File: src/rxsaf_pkg.sv
// Constants and types for the receive serial address filter
// How it works
// - Filtering acts only when port timing select is low (UTOPIA model).
// - Address register is 8 or 10 bits wide, following character width.
// - Multicast: each bit is one domain; any shared domain bit matches.
// - Unicast: whole character must equal register contents to match.
// - On match, address and following data go to FIFO; policy 3 drops address.
// - Writes continue until a non-matching address, then FIFO writes are inhibited.
// - Reset default is multicast, all ones (ff or 3ff).
// - All-ones multicast field accepts every data character and, except under policy 3, every address.
// - Reset pin pair restores the all-ones promiscuous address.
// - Filtering only with FIFO enabled and discard policy not zero.
// - Reserved status picks read/write; special flag picks multicast/unicast.
// - Register sits on rx bus, LSB on bit 0, MSB on bit 7 or 9.
// - Output bus mapped by codec bypass and width select.
// - Undecoded modes: bit 0 is first bit shifted in, rest in arrival order.
// - Data outputs drive when read enable follows cycle with select sampled low.
package rxsaf_pkg;
	localparam int RXSAF_ADDR_W = 10;
	localparam int RXSAF_BUS_W = 12;
	localparam logic [9:0] RXSAF_ADDR_RST = 10'h3ff;
	localparam logic [9:0] RXSAF_ADDR_MASK8 = 10'h0ff;
	localparam logic RXSAF_MODE_MULTI = 1'b0;
	localparam logic RXSAF_MODE_UNI = 1'b1;
	localparam logic RXSAF_DIR_WRITE = 1'b0;
	localparam int RXSAF_BIT_FLAG8 = 8;
	localparam int RXSAF_BIT_RVS = 10;
	localparam int RXSAF_BIT_SOC = 11;
	typedef enum logic [1:0] {
		RXSAF_POL_KEEP = 2'b00,
		RXSAF_POL_LAST_FILL = 2'b01,
		RXSAF_POL_NO_FILL = 2'b10,
		RXSAF_POL_NO_ADDR = 2'b11
	} rxsaf_policy_e;
	typedef enum logic [0:0] {
		RXSAF_ST_PASS = 1'b0,
		RXSAF_ST_BLOCK = 1'b1
	} rxsaf_state_e;
endpackage

File: src/rxsaf_fifo.sv
// Synchronous valid/ready FIFO for the filtered receive path
`timescale 1ns/1ns
`default_nettype none
module rxsaf_fifo #(
	parameter int WIDTH = 14,
	parameter int DEPTH = 16
) (
	input wire logic clock,
	input wire logic resetn,
	input wire logic in_valid,
	output logic in_ready,
	input wire logic [WIDTH-1:0] in_data,
	output logic out_valid,
	input wire logic out_ready,
	output logic [WIDTH-1:0] out_data
);
	localparam int AW = $clog2(DEPTH);
	logic [WIDTH-1:0] mem [DEPTH];
	logic [AW-1:0] wr_ptr_r;
	logic [AW-1:0] rd_ptr_r;
	logic [AW:0] count_r;
	logic push;
	logic pop;

	assign in_ready = (count_r != (AW+1)'(DEPTH));
	assign out_valid = (count_r != '0);
	assign push = in_valid && in_ready;
	assign pop = out_valid && out_ready;
	assign out_data = mem[rd_ptr_r];

	always_ff @(posedge clock)
	begin
		if (push)
		begin
			mem[wr_ptr_r] <= in_data;
		end
	end

	always_ff @(posedge clock)
	begin
		if (!resetn)
		begin
			wr_ptr_r <= '0;
			rd_ptr_r <= '0;
			count_r <= '0;
		end
		else
		begin
			if (push)
			begin
				wr_ptr_r <= (wr_ptr_r == AW'(DEPTH-1)) ? '0 : wr_ptr_r + 1'b1;
			end
			if (pop)
			begin
				rd_ptr_r <= (rd_ptr_r == AW'(DEPTH-1)) ? '0 : rd_ptr_r + 1'b1;
			end
			if (push && !pop)
			begin
				count_r <= count_r + 1'b1;
			end
			else if (pop && !push)
			begin
				count_r <= count_r - 1'b1;
			end
		end
	end
endmodule
`default_nettype wire

File: src/rxsaf_filter.sv
// Receive serial address filter, address register access and output bus mapping
`timescale 1ns/1ns
`default_nettype none
module rxsaf_filter
#(
	parameter int FIFO_DEPTH = 16
) (
	input wire logic clock,
	input wire logic resetn,
	// Configuration straps
	input wire logic port_timing_select,
	input wire logic fifo_bypass_n,
	input wire logic codec_bypass_n,
	input wire logic char_width_select,
	input wire logic [1:0] rx_discard_select,
	// Host read side
	input wire logic device_select_n,
	input wire logic receiver_reset_n,
	input wire logic rx_read_enable_n,
	input wire logic rx_reserved_status_in,
	input wire logic rx_special_char_flag_in,
	input wire logic [rxsaf_pkg::RXSAF_ADDR_W-1:0] rx_bus_in,
	output logic [rxsaf_pkg::RXSAF_BUS_W-1:0] rx_bus_out,
	output logic rx_bus_oe,
	output logic rx_data_valid,
	// Receive character stream from the decoder
	input wire logic char_valid,
	output logic char_ready,
	input wire logic [rxsaf_pkg::RXSAF_ADDR_W-1:0] char_data,
	input wire logic char_special,
	input wire logic char_is_address,
	input wire logic char_reserved_status,
	input wire logic char_cell_start,
	input wire logic rx_remote_flag,
	// Filter state visible to the system
	output logic [rxsaf_pkg::RXSAF_ADDR_W-1:0] address_value,
	output logic address_unicast,
	output logic filter_passing
);
	import rxsaf_pkg::*;

	localparam int FW = RXSAF_ADDR_W + 3;

	// ------------------------------------------------------------
	// Address register
	// ------------------------------------------------------------
	logic [RXSAF_ADDR_W-1:0] addr_r;
	logic mode_r;
	logic wide;
	logic [RXSAF_ADDR_W-1:0] width_mask;
	logic reg_access;
	logic reg_write;
	logic reg_read;

	assign wide = !char_width_select;
	assign width_mask = wide ? RXSAF_ADDR_RST : RXSAF_ADDR_MASK8;
	assign reg_access = !device_select_n && !receiver_reset_n && !rx_read_enable_n;

	// Direction comes from the reserved status line
	always_comb
	begin
		reg_write = 1'b0;
		reg_read = 1'b0;
		if (reg_access && (rx_reserved_status_in == RXSAF_DIR_WRITE))
		begin
			reg_write = 1'b1;
		end
		else if (reg_access)
		begin
			reg_read = 1'b1;
		end
	end

	// Reset pair arrives here as resetn; restores promiscuous value
	always_ff @(posedge clock)
	begin
		if (!resetn)
		begin
			addr_r <= RXSAF_ADDR_RST;
		end
		else if (reg_write)
		begin
			addr_r <= rx_bus_in & width_mask;
		end
	end

	// Mode bit kept apart so a read never disturbs it
	always_ff @(posedge clock)
	begin
		if (!resetn)
		begin
			mode_r <= RXSAF_MODE_MULTI;
		end
		else if (reg_write)
		begin
			mode_r <= rx_special_char_flag_in;
		end
	end

	assign address_value = addr_r;
	assign address_unicast = mode_r;

	// ------------------------------------------------------------
	// Match logic
	// ------------------------------------------------------------
	logic filter_on;
	logic promiscuous;
	logic addr_match;
	logic [RXSAF_ADDR_W-1:0] rx_masked;
	logic [RXSAF_ADDR_W-1:0] reg_masked;
	logic [RXSAF_ADDR_W-1:0] domain_hit;

	// Policy 0 or a bypassed FIFO turns filtering off entirely
	assign filter_on = !port_timing_select && fifo_bypass_n
		&& (rx_discard_select != RXSAF_POL_KEEP);
	assign reg_masked = addr_r & width_mask;
	assign rx_masked = char_data & width_mask;
	// Unicast all-ones is an ordinary address, not promiscuous
	assign promiscuous = (mode_r == RXSAF_MODE_MULTI) && (reg_masked == width_mask);

	// One register bit per domain; bits above the width are masked
	genvar gi;
	generate
		for (gi = 0; gi < RXSAF_ADDR_W; gi++)
		begin : g_domain
			assign domain_hit[gi] = rx_masked[gi] && reg_masked[gi];
		end
	endgenerate

	always_comb
	begin
		if (mode_r == RXSAF_MODE_UNI)
		begin
			addr_match = (rx_masked == reg_masked);
		end
		else
		begin
			addr_match = (domain_hit != '0) || promiscuous;
		end
	end

	// ------------------------------------------------------------
	// Pass / block state
	// ------------------------------------------------------------
	rxsaf_state_e state_r;
	rxsaf_state_e state_nxt;
	logic take;
	logic write_char;

	// Only address characters move the state; data never does
	assign take = char_valid && char_ready;

	always_comb
	begin
		state_nxt = state_r;
		case (state_r)
			RXSAF_ST_PASS:
			begin
				if (take && char_is_address && !addr_match)
				begin
					state_nxt = RXSAF_ST_BLOCK;
				end
			end
			RXSAF_ST_BLOCK:
			begin
				if (take && char_is_address && addr_match)
				begin
					state_nxt = RXSAF_ST_PASS;
				end
			end
			default:
			begin
				state_nxt = RXSAF_ST_PASS;
			end
		endcase
	end

	always_ff @(posedge clock)
	begin
		if (!resetn)
		begin
			state_r <= RXSAF_ST_PASS;
		end
		else if (!filter_on || promiscuous)
		begin
			state_r <= RXSAF_ST_PASS;
		end
		else
		begin
			state_r <= state_nxt;
		end
	end

	assign filter_passing = (state_r == RXSAF_ST_PASS);

	// Address itself follows the new decision; policy 3 drops it
	always_comb
	begin
		if (!filter_on)
		begin
			write_char = 1'b1;
		end
		else if (char_is_address)
		begin
			write_char = addr_match
				&& (rx_discard_select != RXSAF_POL_NO_ADDR);
		end
		else
		begin
			write_char = (state_r == RXSAF_ST_PASS) || promiscuous;
		end
	end

	// ------------------------------------------------------------
	// Receive FIFO
	// ------------------------------------------------------------
	logic fifo_in_ready;
	logic fifo_out_valid;
	logic fifo_pop;
	logic [FW-1:0] fifo_out;

	// Limitation: a full FIFO stalls kept characters at the source
	// Dropped characters are consumed without stalling the source
	assign char_ready = fifo_in_ready || !write_char;

	rxsaf_fifo #(
		.WIDTH(FW),
		.DEPTH(FIFO_DEPTH)
	) u_fifo (
		.clock(clock),
		.resetn(resetn),
		.in_valid(char_valid && write_char),
		.in_ready(fifo_in_ready),
		.in_data({char_cell_start, char_reserved_status, char_special, char_data}),
		.out_valid(fifo_out_valid),
		.out_ready(fifo_pop),
		.out_data(fifo_out)
	);

	// ------------------------------------------------------------
	// Read port: select sampled one cycle, read enable the next
	// ------------------------------------------------------------
	logic selected_r;
	logic fifo_read;
	logic [RXSAF_BUS_W-1:0] bus_r;
	logic oe_r;
	logic valid_r;
	logic [RXSAF_BUS_W-1:0] mapped;
	logic [RXSAF_ADDR_W-1:0] fd;

	assign fd = fifo_out[RXSAF_ADDR_W-1:0];

	always_ff @(posedge clock)
	begin
		if (!resetn)
		begin
			selected_r <= 1'b0;
		end
		else
		begin
			selected_r <= !device_select_n;
		end
	end

	assign fifo_read = selected_r && !rx_read_enable_n && receiver_reset_n;
	assign fifo_pop = fifo_read && fifo_out_valid;

	// Undecoded modes pass bits in arrival order, bit 0 first
	always_comb
	begin
		mapped = '0;
		if (codec_bypass_n && !wide)
		begin
			mapped[7:0] = fd[7:0];
			mapped[RXSAF_BIT_FLAG8] = rx_remote_flag;
			mapped[RXSAF_BIT_RVS] = fifo_out[RXSAF_ADDR_W+1];
			mapped[RXSAF_BIT_SOC] = fifo_out[RXSAF_ADDR_W+2];
		end
		else if (codec_bypass_n)
		begin
			mapped[RXSAF_ADDR_W-1:0] = fd;
			mapped[RXSAF_BIT_RVS] = fifo_out[RXSAF_ADDR_W+1];
			mapped[RXSAF_BIT_SOC] = fifo_out[RXSAF_ADDR_W+2];
		end
		else if (!wide)
		begin
			mapped[RXSAF_ADDR_W-1:0] = fd;
		end
		else
		begin
			mapped = fifo_out[RXSAF_BUS_W-1:0];
		end
	end

	// ------------------------------------------------------------
	// Output register
	// ------------------------------------------------------------
	// Trade-off: a register read wins over a FIFO pop in one cycle
	always_ff @(posedge clock)
	begin
		if (!resetn)
		begin
			bus_r <= '0;
		end
		else if (reg_read)
		begin
			bus_r <= {2'b00, addr_r & width_mask};
		end
		else if (fifo_read)
		begin
			bus_r <= mapped;
		end
	end

	always_ff @(posedge clock)
	begin
		if (!resetn)
		begin
			oe_r <= 1'b0;
		end
		else
		begin
			oe_r <= reg_read || fifo_read;
		end
	end

	// Valid on a register read or when a word really left the FIFO
	always_ff @(posedge clock)
	begin
		if (!resetn)
		begin
			valid_r <= 1'b0;
		end
		else
		begin
			valid_r <= reg_read || (fifo_read && fifo_out_valid);
		end
	end

	assign rx_bus_out = bus_r;
	assign rx_bus_oe = oe_r;
	assign rx_data_valid = valid_r;
endmodule
`default_nettype wire

File: config.mk
export PLATFORM = sky130hd
export DESIGN_NAME = rxsaf_filter
export DESIGN_NICKNAME = d
export VERILOG_FILES = /design/src/rxsaf_pkg.sv /design/src/rxsaf_fifo.sv /design/src/rxsaf_filter.sv
export SDC_FILE = /design/constraint.sdc
export NUM_CORES = 1
export LEC_CHECK = 0
export BUFFER_PORTS_ARGS = -buffer_cell sky130_fd_sc_hd__clkbuf_2
export CORE_MARGIN = 2
export CORE_UTILIZATION = 60
export DETAILED_ROUTE_END_ITERATION = 8
export HOLD_SLACK_MARGIN = 0.05
export PLACE_DENSITY = 0.79
export SKIP_LAST_GASP = 1
export SYNTH_ARGS = -nofsm -noshare
export SYNTH_HDL_FRONTEND = slang
export SYNTH_HIERARCHICAL = 1
export SYNTH_SLANG_ARGS = --single-unit
File: constraint.sdc
create_clock -name clock -period 4.62 [get_ports clock]
set_input_delay 0.924 -clock clock [delete_from_list [all_inputs] [get_ports clock]]
set_output_delay 0.924 -clock clock [all_outputs]
set_load 0.01 [all_outputs]
---- After elaboration in Yosys (flattened, before gate mapping) ----
Memories as Yosys holds them, arrays and structs flattened. A register that Yosys moved wholly into a read port is not among the register bits.
Cells that the tools add are included.
word-level totals
  flip-flop bits (word level) ............. 40
  bits in writable memories ............... 208
  input bits .............................. 39
  output and inout bits ................... 27
  logic and storage cells ................. 106
  memories kept ........................... 1
memories
  memory      words  width  read ports  clocked after Yosys merged registers in  wr ports  line              text
  u_fifo.mem  16     13     1           1                                        1         rxsaf_fifo.sv:18  logic [WIDTH-1:0] mem [DEPTH];
cells by class
  add/sub/neg operators ................... 4
  equality and inequality tests ........... 6
  multiplexer cells ....................... 25
  bitwise operators ....................... 7
  reduce and logical (&&, ||, !) cells .... 52
operators by type and width
  operator                                           number
  AND 10 bit                                         3
  logical AND 1 bit                                  30
  2-to-1 mux 10 bit                                  3
  == test 10 bit                                     2
  2-to-1 mux 4 bit                                   4
  2-to-1 mux 12 bit                                  1
  2-to-1 mux 1 bit                                   11
  2-to-1 mux 5 bit                                   2
  nonzero test 10 bit                                1
  zero test 1 bit                                    9
  2-to-1 mux 9 bit                                   1
  adder 4 x 1 -> 4 bit (second input constant)       2
  == test 4 bit (second input constant)              2
  logical OR 1 bit                                   6
  nonzero test 2 bit                                 3
  adder 5 x 1 -> 5 bit (second input constant)       1
  != test 5 bit (second input constant)              1
  nonzero test 5 bit                                 1
  subtractor 5 x 1 -> 5 bit (second input constant)  1
  2-to-1 mux 2 bit                                   2
  inverter 1 bit                                     4
  OR reduction 2 bit                                 2
  != test 2 bit (second input constant)              1
  case mux 1 bit (2 select lines)                    1

---- Logic depth before layout (Yosys ltp) ----
Gate-level depths: netlist (run 1).
  depth after elaboration ................. 16
  mapped depth ............................ 15
  depth with buffers taken out ............ 14

---- Modules after synthesis ----
Netlist (run 1), hierarchy kept.
by module, submodules not included
  module        times used  cells an instance  area an instance (um^2)  sequential area each (um^2)
  rxsaf_fifo    1           432                8,745.9                  6,586.3
  rxsaf_filter  1           175                1,463.9                  540.5

---- Worst setup path after synthesis (run 1) ----
Ideal clock, no wire load.
  path kind ............................... input-to-reg
  from .................................... input char_width_select
  to ...................................... memory u_fifo/mem[0][0] (netlist name), enable pin
  setup time .............................. 0.400 ns
  arrival ................................. 3.628 ns
  data required time ...................... 4.220 ns
  setup slack ............................. 0.593 ns
  stages .................................. 10
  path buffers ............................ 1
  cells stage by stage .................... buf_4 > nor2b_1 > ha_1 > nor4_1 > nand3_1 > o21ai_0 > o31a_1 > a21boi_2 > nand2_1 > nor3_1
between the ends
  word-level cells in the longest chain between the ends .. 13
  elaborated cells on any way between the ends .. 19
  classes of those cells .................. 2 x eq/ne; 6 x mux; 2 x bitwise; 9 x reduce/logical
RTL lines
  item                                                             line                                      text
  start: declaration                                               rxsaf_filter.sv:14                        input wire logic char_width_select,
  2-to-1 mux 10 bit *                                              rxsaf_filter.sv:56                        assign width_mask = wide ? RXSAF_ADDR_RST : RXSAF_ADDR_MASK8;
  AND 10 bit, on equally long branches                             rxsaf_filter.sv:116, rxsaf_filter.sv:117
  == test 10 bit / logical AND 1 bit (equally long branches)       rxsaf_filter.sv:119, rxsaf_filter.sv:126
  logical AND 1 bit / nonzero test 10 bit (equally long branches)  rxsaf_filter.sv:119, rxsaf_filter.sv:138
  logical OR 1 bit                                                 rxsaf_filter.sv:138                       addr_match = (domain_hit != '0) || promiscuous;
  2-to-1 mux 1 bit                                                 rxsaf_filter.sv:132                       if (mode_r == RXSAF_MODE_UNI)
  logical AND 1 bit                                                rxsaf_filter.sv:206                       && (rx_discard_select != RXSAF_POL_NO_ADDR);
  2-to-1 mux 1 bit *                                               rxsaf_filter.sv:203                       else if (char_is_address)
  2-to-1 mux 1 bit *                                               rxsaf_filter.sv:199                       if (!filter_on)
  logical AND 1 bit *                                              rxsaf_filter.sv:232                       .in_valid(char_valid && write_char),
  logical AND 1 bit *                                              rxsaf_fifo.sv:27                          assign push = in_valid && in_ready;
  via u_fifo.push                                                  rxsaf_fifo.sv:22                          logic push;
  2-to-1 mux 1 bit *                                               rxsaf_fifo.sv:33                          if (push)
  2-to-1 mux 1 bit (implied by the code) *                         rxsaf_fifo.sv:35                          mem[wr_ptr_r] <= in_data;
  end: declaration                                                 rxsaf_fifo.sv:18
Mark *: on every way through the listed nets, which the timed path passes. The rest lies on a longest branch.

---- Final worst setup path (run 1) ----
  from .................................... input char_data[9] (netlist name)
  to ...................................... register u_fifo.count_r[3]
between the ends
  word-level cells in the longest chain between the ends .. 13
  elaborated cells on any way between the ends .. 16
  classes of those cells .................. 1 x eq/ne; 4 x mux; 1 x bitwise; 10 x reduce/logical
RTL lines
  item                          line                 text
  start: declaration            rxsaf_filter.sv:29   input wire logic [rxsaf_pkg::RXSAF_ADDR_W-1:0] char_data,
  AND 10 bit *                  rxsaf_filter.sv:117  assign rx_masked = char_data & width_mask;
  logical AND 1 bit             rxsaf_filter.sv:126  assign domain_hit[gi] = rx_masked[gi] && reg_masked[gi];
  nonzero test 10 bit           rxsaf_filter.sv:138
  logical OR 1 bit              rxsaf_filter.sv:138
  2-to-1 mux 1 bit *            rxsaf_filter.sv:132
  logical AND 1 bit *           rxsaf_filter.sv:206
  2-to-1 mux 1 bit *            rxsaf_filter.sv:203
  2-to-1 mux 1 bit *            rxsaf_filter.sv:199
  logical AND 1 bit *           rxsaf_filter.sv:232
  logical AND 1 bit *           rxsaf_fifo.sv:27
  via u_fifo.push               rxsaf_fifo.sv:22
  zero test 1 bit               rxsaf_fifo.sv:61     else if (pop && !push)
  logical AND 1 bit             rxsaf_fifo.sv:61
  nonzero test 2 bit (no line)  n/a
  end signal: assignment        rxsaf_fifo.sv:59     count_r <= count_r + 1'b1;
  end signal: assignment        rxsaf_fifo.sv:63     count_r <= count_r - 1'b1;
  end: declaration              rxsaf_fifo.sv:21     logic [AW:0] count_r;
Marks and branches as above.
A chain may end at the register's enable or synchronous reset.

==> results of run 1 <==
==> cells in the final DEF, fill, tap and decap left out, drive strengths merged, types with 6 or more instances in the layout <==
| cell | Yosys | layout |
|---|---|---|
| ha | 19 | 19 |
| a21oi | 6 | 6 |
| nand3 | 25 | 25 |
| edfxtp | 208 | 208 |
| a22oi | 26 | 26 |
| and2 | 7 | 7 |
| buf | 7 | 28 |
| nor2 | 19 | 19 |
| mux4 | 52 | 52 |
| mux2i | 6 | 6 |
| clkbuf | 23 | 98 |
| nand2 | 68 | 68 |
| dfxtp | 44 | 44 |
| nor2b | 11 | 11 |
| nor3 | 9 | 9 |
| inv | 6 | 7 |
| clkinv | 0 | 10 |
| o211a | 8 | 8 |
==> worst max path at each step <==
| stage | from | to | slack [ps] | cells past startpoint |
|---|---|---|---|---|
| floorplan | char_width_select | u_fifo/mem[0][0]$_DFFE_PP_ | 590 | 10 |
| global placement | char_data[9] | u_fifo/count_r[3]$_SDFFE_PN0P_ | 240 | 15 |
| detailed placement | char_data[9] | u_fifo/count_r[3]$_SDFFE_PN0P_ | 140 | 15 |
| CTS | char_data[9] | u_fifo/count_r[3]$_SDFFE_PN0P_ | 670 | 15 |
| global route | char_data[9] | u_fifo/count_r[3]$_SDFFE_PN0P_ | 290 | 15 |
| finish | char_data[9] | u_fifo/count_r[3]$_SDFFE_PN0P_ | 640 | 15 |
==> worst max-delay path: cells and delay by family <==
kind,cells,cell delay [ps]
AO/OA/AOI/OAI,5,1120
adder cells (fa/ha/maj),3,830
buffers and inverters,2,320
AND/OR/NAND/NOR,5,1240
==> stage by stage <==
stage,instances,area (um^2),hold WS (ps)
floorplan,607,10200,472
global placement,890,10900,487
detailed placement,890,10900,490
CTS,936,11700,499
global route,936,11700,543
finish,937,11700,498
==> flip-flops by register name, indices dropped and copies added, names as in the netlist, named ones only <==
register	count
u_fifo/mem	208
u_fifo/rd_ptr_r	4
address_unicast	1
rx_bus_out	12
rx_bus_oe	1
address_value	10
u_fifo/wr_ptr_r	4
selected_r	1
u_fifo/count_r	5
rx_data_valid	1
==> metal layers <==
| metal | global-route usage (%) | up-vias |
|---|---|---|
| li1 | - | 2595 |
| met1 | 36.5 | 3009 |
| met2 | 41.6 | 294 |
| met3 | 6.01 | 52 |
| met4 | 9.36 | 0 |
| met5 | 0 | - |
==> cell families (layout without fill, tap and decap cells) <==
kind of cell,count (synthesis),count (layout),share of synthesized area (%)
AO/OA/AOI/OAI,71,71,5.65
XOR/XNOR,4,4,0.343
adder cells (fa/ha/maj),20,20,2.52
buffers and inverters,36,145,1.45
flip-flops,252,252,69.8
multiplexers,58,58,12.1
other,0,1,0
AND/OR/NAND/NOR,166,166,8.17
==> area by class of cell <==
type | count | area, um^2 | area share, %
repair buffers | 93 | 536 | 4.57
diodes | 1 | 2.50 | 0.0214
multi-input cells | 319 | 2960 | 25.3
clock inverters | 13 | 88.8 | 0.758
flip-flops and latches | 252 | 7130 | 60.9
clock buffers | 33 | 698 | 5.96
well taps | 220 | 275 | 2.35
inverters | 6 | 22.5 | 0.192
==> power by group <==
group	total [mW]	leakage [nW]	switching [mW]	internal, mW
Combinational	0.539	1.50	0.302	0.238
Sequential	2.63	2.24	0.0827	2.55
Clock	1.92	0.384	0.804	1.12
Total	5.09	4.12	1.19	3.90
==> impl_metrics.yaml, run 1 <==
yosys:
  synth_most_common_cell: "edfxtp_1"
  ys_seq_elements: 252
  ys_types: 58
  synth-edff-count: 208
  netlist_instances: 607
  yosysWarnings: 6
  synth.avg_cell_area_um2: 16.8
  synth_top_area_cell: "edfxtp_1"
  synthArstFlopShare_pct: 0
  netlist_area_mm2: 0.0102
  synth_flop_cell: "edfxtp_1"
  synthTopCellsByArea: "edfxtp_1 61%, mux4_2 11%, dfxtp_1 8.6%, nand2_1 2.5%, ha_1 2.3%"
  synth_common_cells: "208 x edfxtp_1, 68 x nand2_1, 52 x mux4_2"
  synth_seq_area_share_pct: 69.8
  syn_nets: 666
  synth_top_area_share_pct: 61.2
clock_network:
  cts_made_buffers: 26
  ctsResizeCount: 0
  cts_tree: "built"
  clock-sinks: 252
  postCtsSetupBuffers: 0
  insertion_delay_ps: 520
  cts-hold-fix-buffers: 0
  cts_max_level: 1
  cts_root_buf: "clkbuf_16"
  clk_pin_slew_worst_paths_ps: 60
  clk_path_buf_depth: 3
global_route:
  grt_usage_pct: 26.3
  grt_pass1_wl_um: 34700
  grt_pass1_vias: 5890
  grt_antenna_before_repair: 0
  grt_max_degree: 53
  overflow: 0
timing:
  setup_viol: 0
  relSlewSlack_pct: 30.0
  period_share_pct: 86.1
  fin_crit_ps: 3980
  clock_skew_ps: 15.4
  tightest_slew_ps: 1050
  finalMaxSlewViolations: 0
  hold_viol_final: 0
  fmax_mhz: 251
  finalSetupTns_ps: 0
  rsz0062_at_grt: "no"
  fin_ws_ps: 640
status:
  status: "completed"
floorplanning:
  fp.dieW_um: 134
  io_pins: 66
  die_h_um: 134
  placementRows: 47
  die-area_mm2: 0.0181
  core_area_mm2: 0.0166
  start_util_pct: 61.6
hold_path:
  hold_start: "rx_bus_out[9]$_SDFFE_PN0P_"
  min_path_cells: 2
  hp-class: "reg2reg"
  holdPathEnd: "rx_bus_out[9]$_SDFFE_PN0P_"
setup_path:
  cp_cell_sequence: "clkbuf_2 > nor2b_1 > ha_1 > nor4_1 > nand3_1 > o21ai_0 > o31a_1 > a21boi_2 > ha_1 > inv_1 > ha_1 > a21o_2 > a21oi_1 > or4b_2 > nand3_1"
  arrival_ps: 4440
  crit_fanout: 17
  critPathKind: "in2reg"
  crit_top_cell: "ha_1"
  r2r-end: "u_fifo/count_r[3]$_SDFFE_PN0P_"
  reg2reg_slack_ps: 870
  max_stage_delay_ps: 610
  required_ps: 5080
  r2r_start: "address_value[9]$_SDFFE_PN1P_"
  cp_slowest_cell: "or4b_2"
  critPathCaptureType: "flop"
  reg2reg_depth: 14
  crit_path_start_kind: "primary input"
route:
  routed.top_layer: "met4"
  vias: 5950
  wirelength_um: 22900
  wl_met3_um: 1950
  firstDrtPassIters: 7
  drt_iter0_drc: 542
  antenna_left: 0
  drc: 0
  vias_per_cell: 6.35
  wl_met2_um: 11000
  wl_per_cell_um: 24.4
  drt-met1-wl_um: 9160
placed_design:
  place.gp.congestion: 0.854
  detailed_place_hpwl_um: 13900
  port_buffers: 65
  dpl_worst_slack_ps: 144
power_and_ir_drop:
  ir_worst_vdd_uv: 358
  powerDensity_mw_per_mm2: 435
  power.total_mw: 5.09
  p_leak_nw: 4.12
cells_and_area:
  nNetsFinal: 757
  drive_gt1_share_pct: 27.7
  syn_to_final_growth_pct: 14.7
  fill_cells: 1044
  fin_util_pct: 70.6
flow_run:
  cap_violations: 0
Power figures use the tool's default switching activity.
==> run 2, diff against run 1 <==
CORE_UTILIZATION = 54   (was 60)
PLACE_DENSITY = 0.75   (was 0.79)
SYNTH_HIERARCHICAL = default   (was 1)
clock period = 3.25 ns   (was 4.62 ns; I/O delays follow)
==> run 2 against run 1 <==
  * Highest routed layer unchanged
  * Combinational power up 57%
  * Area after synthesis barely moved
  * Count of clock-buffer cells in the layout rose by 3
  * Sequential share of layout area fell by 1.9 points
  * Synthesized cell count is 3.3% lower
  * Register-to-register slack lost 730 ps
  * Largest cell class unchanged
  * Hold slack lost 160 ps
  * First-iteration DRC count grew 10%
  * Critical path type is now reg2out
  * Clock power is 42% higher
==> impl_metrics.yaml, run 2 <==
timing:
  fin_crit_ps: 3130
  setup_viol: 0
  clock_skew_ps: 9.30
  rsz0062_at_grt: "yes"
  hold_viol_final: 0
  finalSetupTns_ps: 0
  relSlewSlack_pct: 61.3
  period_share_pct: 96.2
  finalMaxSlewViolations: 0
  fmax_mhz: 320
  tightest_slew_ps: 579
  whs_ps: 339
yosys:
  synth_seq_area_share_pct: 69.8
  synth_most_common_cell: "edfxtp_1"
  synthArstFlopShare_pct: 0
  synth.avg_cell_area_um2: 17.4
  synth_top_area_cell: "edfxtp_1"
  synth-edff-count: 208
  synth_top_area_share_pct: 61.2
  synth_flop_cell: "edfxtp_1"
  netlist_area_mm2: 0.0102
  synth_common_cells: "208 x edfxtp_1, 61 x mux4_2, 53 x nand2_1"
  ys_seq_elements: 252
  ys_types: 52
  netlist_instances: 587
  synthTopCellsByArea: "edfxtp_1 61%, mux4_2 13%, dfxtp_1 8.6%, ha_1 2.3%, nand2_1 1.9%"
  yosysWarnings: 0
  syn_nets: 646
hold_path:
  hold_start: "device_select_n"
  hp-class: "in2reg"
  holdPathEnd: "selected_r$_SDFF_PN0_"
  min_path_cells: 2
cells_and_area:
  fin_util_pct: 65.0
  final_common_cell: "edfxtp_1"
  fill_cells: 1222
  final_area_mm2: 0.0121
  num_antenna_cells: 0
  regMostFlops: "u_fifo.mem"
  layout_common_cells: "208 x edfxtp_1, 63 x clkbuf_2, 61 x mux4_2, 53 x nand2_1, 38 x buf_4"
  largest_reg_flops: 208
  drive_gt1_share_pct: 32.5
  syn_to_final_growth_pct: 18.6
  nNetsFinal: 761
route:
  wirelength_um: 24100
  wl_per_cell_um: 25.3
  antenna_left: 0
  firstDrtPassIters: 5
  vias_per_cell: 6.26
  drt_iter0_drc: 597
  drc: 0
  vias: 5970
status:
  status: "completed"
clock_network:
  cts_max_level: 1
  cts-hold-fix-buffers: 0
  postCtsSetupBuffers: 0
  insertion_delay_ps: 520
  cts_made_buffers: 24
  clk_path_buf_depth: 3
  cts_root_buf: "clkbuf_16"
  cts_tree: "built"
  clk_pin_slew_worst_paths_ps: 60
  clock-sinks: 252
setup_path:
  cp_num_buf_inv: 3
  reg2reg_slack_ps: 140
  reg2reg_depth: 13
  crit_fanout: 5
  r2r-end: "u_fifo.count_r[4]$_SDFFE_PN0P_"
  max_stage_delay_ps: 540
  crit_path_start_kind: "flop"
  cp_slowest_cell: "or4_4"
  critPathKind: "reg2out"
  required_ps: 2600
  r2r_start: "address_value[1]$_SDFFE_PN1P_"
  arrival_ps: 2480
  cp_cell_sequence: "ha_1 > or4_4 > nor4_4 > buf_4 > a211o_4 > buf_6 > a21o_1 > clkbuf_2"
  cp_top_family: "simple AND/OR/NAND/NOR gates"
  critPathCaptureType: "output pin"
floorplanning:
  die-area_mm2: 0.0200
  core_area_mm2: 0.0186
  fp.dieW_um: 142
  placementRows: 50
  start_util_pct: 54.8
  io_pins: 66
  die_h_um: 142
power_and_ir_drop:
  p_int_mw: 5.61
  clockPowerShare_pct: 37.4
  p_comb_share_pct: 11.6
  powerDensity_mw_per_mm2: 600
  p_leak_nw: 4.15
  p_switching_mw: 1.66
  sequentialPowerShare_pct: 50.9
  p_sw_share_pct: 22.8
  ir_worst_vdd_uv: 347
global_route:
  overflow: 0
  grt_antenna_before_repair: 0
  grt_usage_pct: 24.7
  grt_max_degree: 25
  grt_pass1_wl_um: 36600
  grt_pass1_vias: 5988
flow_run:
  cap_violations: 0
placed_design:
  dpl_cell_area_mm2: 0.0113
  place.gp.congestion: 0.835
  detailed_place_hpwl_um: 14900
  port_buffers: 65
==> run 2: worst max path at each step <==
stage | from | end | slack [ps] | cells after the start
5_1_grt | address_value[1]$_SDFFE_PN1P_ | u_fifo.count_r[4]$_SDFFE_PN0P_ | -20 | 13
3_5_place_dp | char_data[1] | u_fifo.count_r[4]$_SDFFE_PN0P_ | -380 | 15
6_report | address_value[0]$_SDFFE_PN1P_ | char_ready | 120 | 8
2_1_floorplan | char_width_select | u_fifo.count_r[4]$_SDFFE_PN0P_ | -290 | 16
4_1_cts | address_value[1]$_SDFFE_PN1P_ | char_ready | 2 | 8
3_3_place_gp | char_width_select | u_fifo.count_r[4]$_SDFFE_PN0P_ | -320 | 15
==> run 2: metal layers <==
layer | GRT usage (%) | wire (um) | part of all wire (%)
met4 | 10.0 | 908 | 3.8
met2 | 39.7 | 11700 | 48
met5 | 0 | 0 | 0
met3 | 3.54 | 1810 | 7.5
met1 | 34.7 | 9710 | 40
==> run 2: area by class of cell <==
class / count / area [um^2] / share of cell area, %
sequential: 252 / 7140 / 59.0
multi-input combinational: 299 / 2990 / 24.7
timing repair buffer: 118 / 902 / 7.45
clock buffer: 36 / 667 / 5.51
tap: 234 / 293 / 2.42
clock inverter: 8 / 88.8 / 0.734
inverter: 7 / 26.3 / 0.217
==> run 2: logic make-up (layout without fill, tap and decap cells) <==
logic type | after synthesis | after routing | synth area share [%]
xor+xnor | 5 | 5 | 0.429
mux | 69 | 69 | 14.2
compound gates | 61 | 61 | 3.87
buf+inv | 36 | 169 | 1.58
flops | 252 | 252 | 69.8
fa+ha+maj | 20 | 20 | 2.52
simple gates | 144 | 144 | 7.56
==> run 2: timing repair <==
| item | in CTS | in global routing |
|---|---|---|
| endpoints found under the hold margin | 0 | 0 |
| setup endpoints to repair | 1 | 2 |
| pin swaps | 0 | 4 |
| gates resized for setup | 1 | 15 |
==> run 2: power by group through the flow <==
stage               Clock [mW]  Sequential, mW  Combinational [mW]
floorplan                    0            3.74               0.503
global placement             0            3.75               0.785
detailed placement           0            3.77               0.832
CTS                       2.75            3.70               0.840
global route              2.87            3.71               0.915
finish                    2.72            3.70               0.845
==> run 2: through the flow <==
stage / worst slack (ps) / instances / total power, mW
3_5_place_dp: -382 / 910 / 4.60
6_report: 123 / 954 / 7.26
5_1_grt: -17.5 / 954 / 7.49
3_3_place_gp: -324 / 910 / 4.54
2_1_floorplan: -293 / 587 / 4.25
4_1_cts: 2.42 / 954 / 7.29
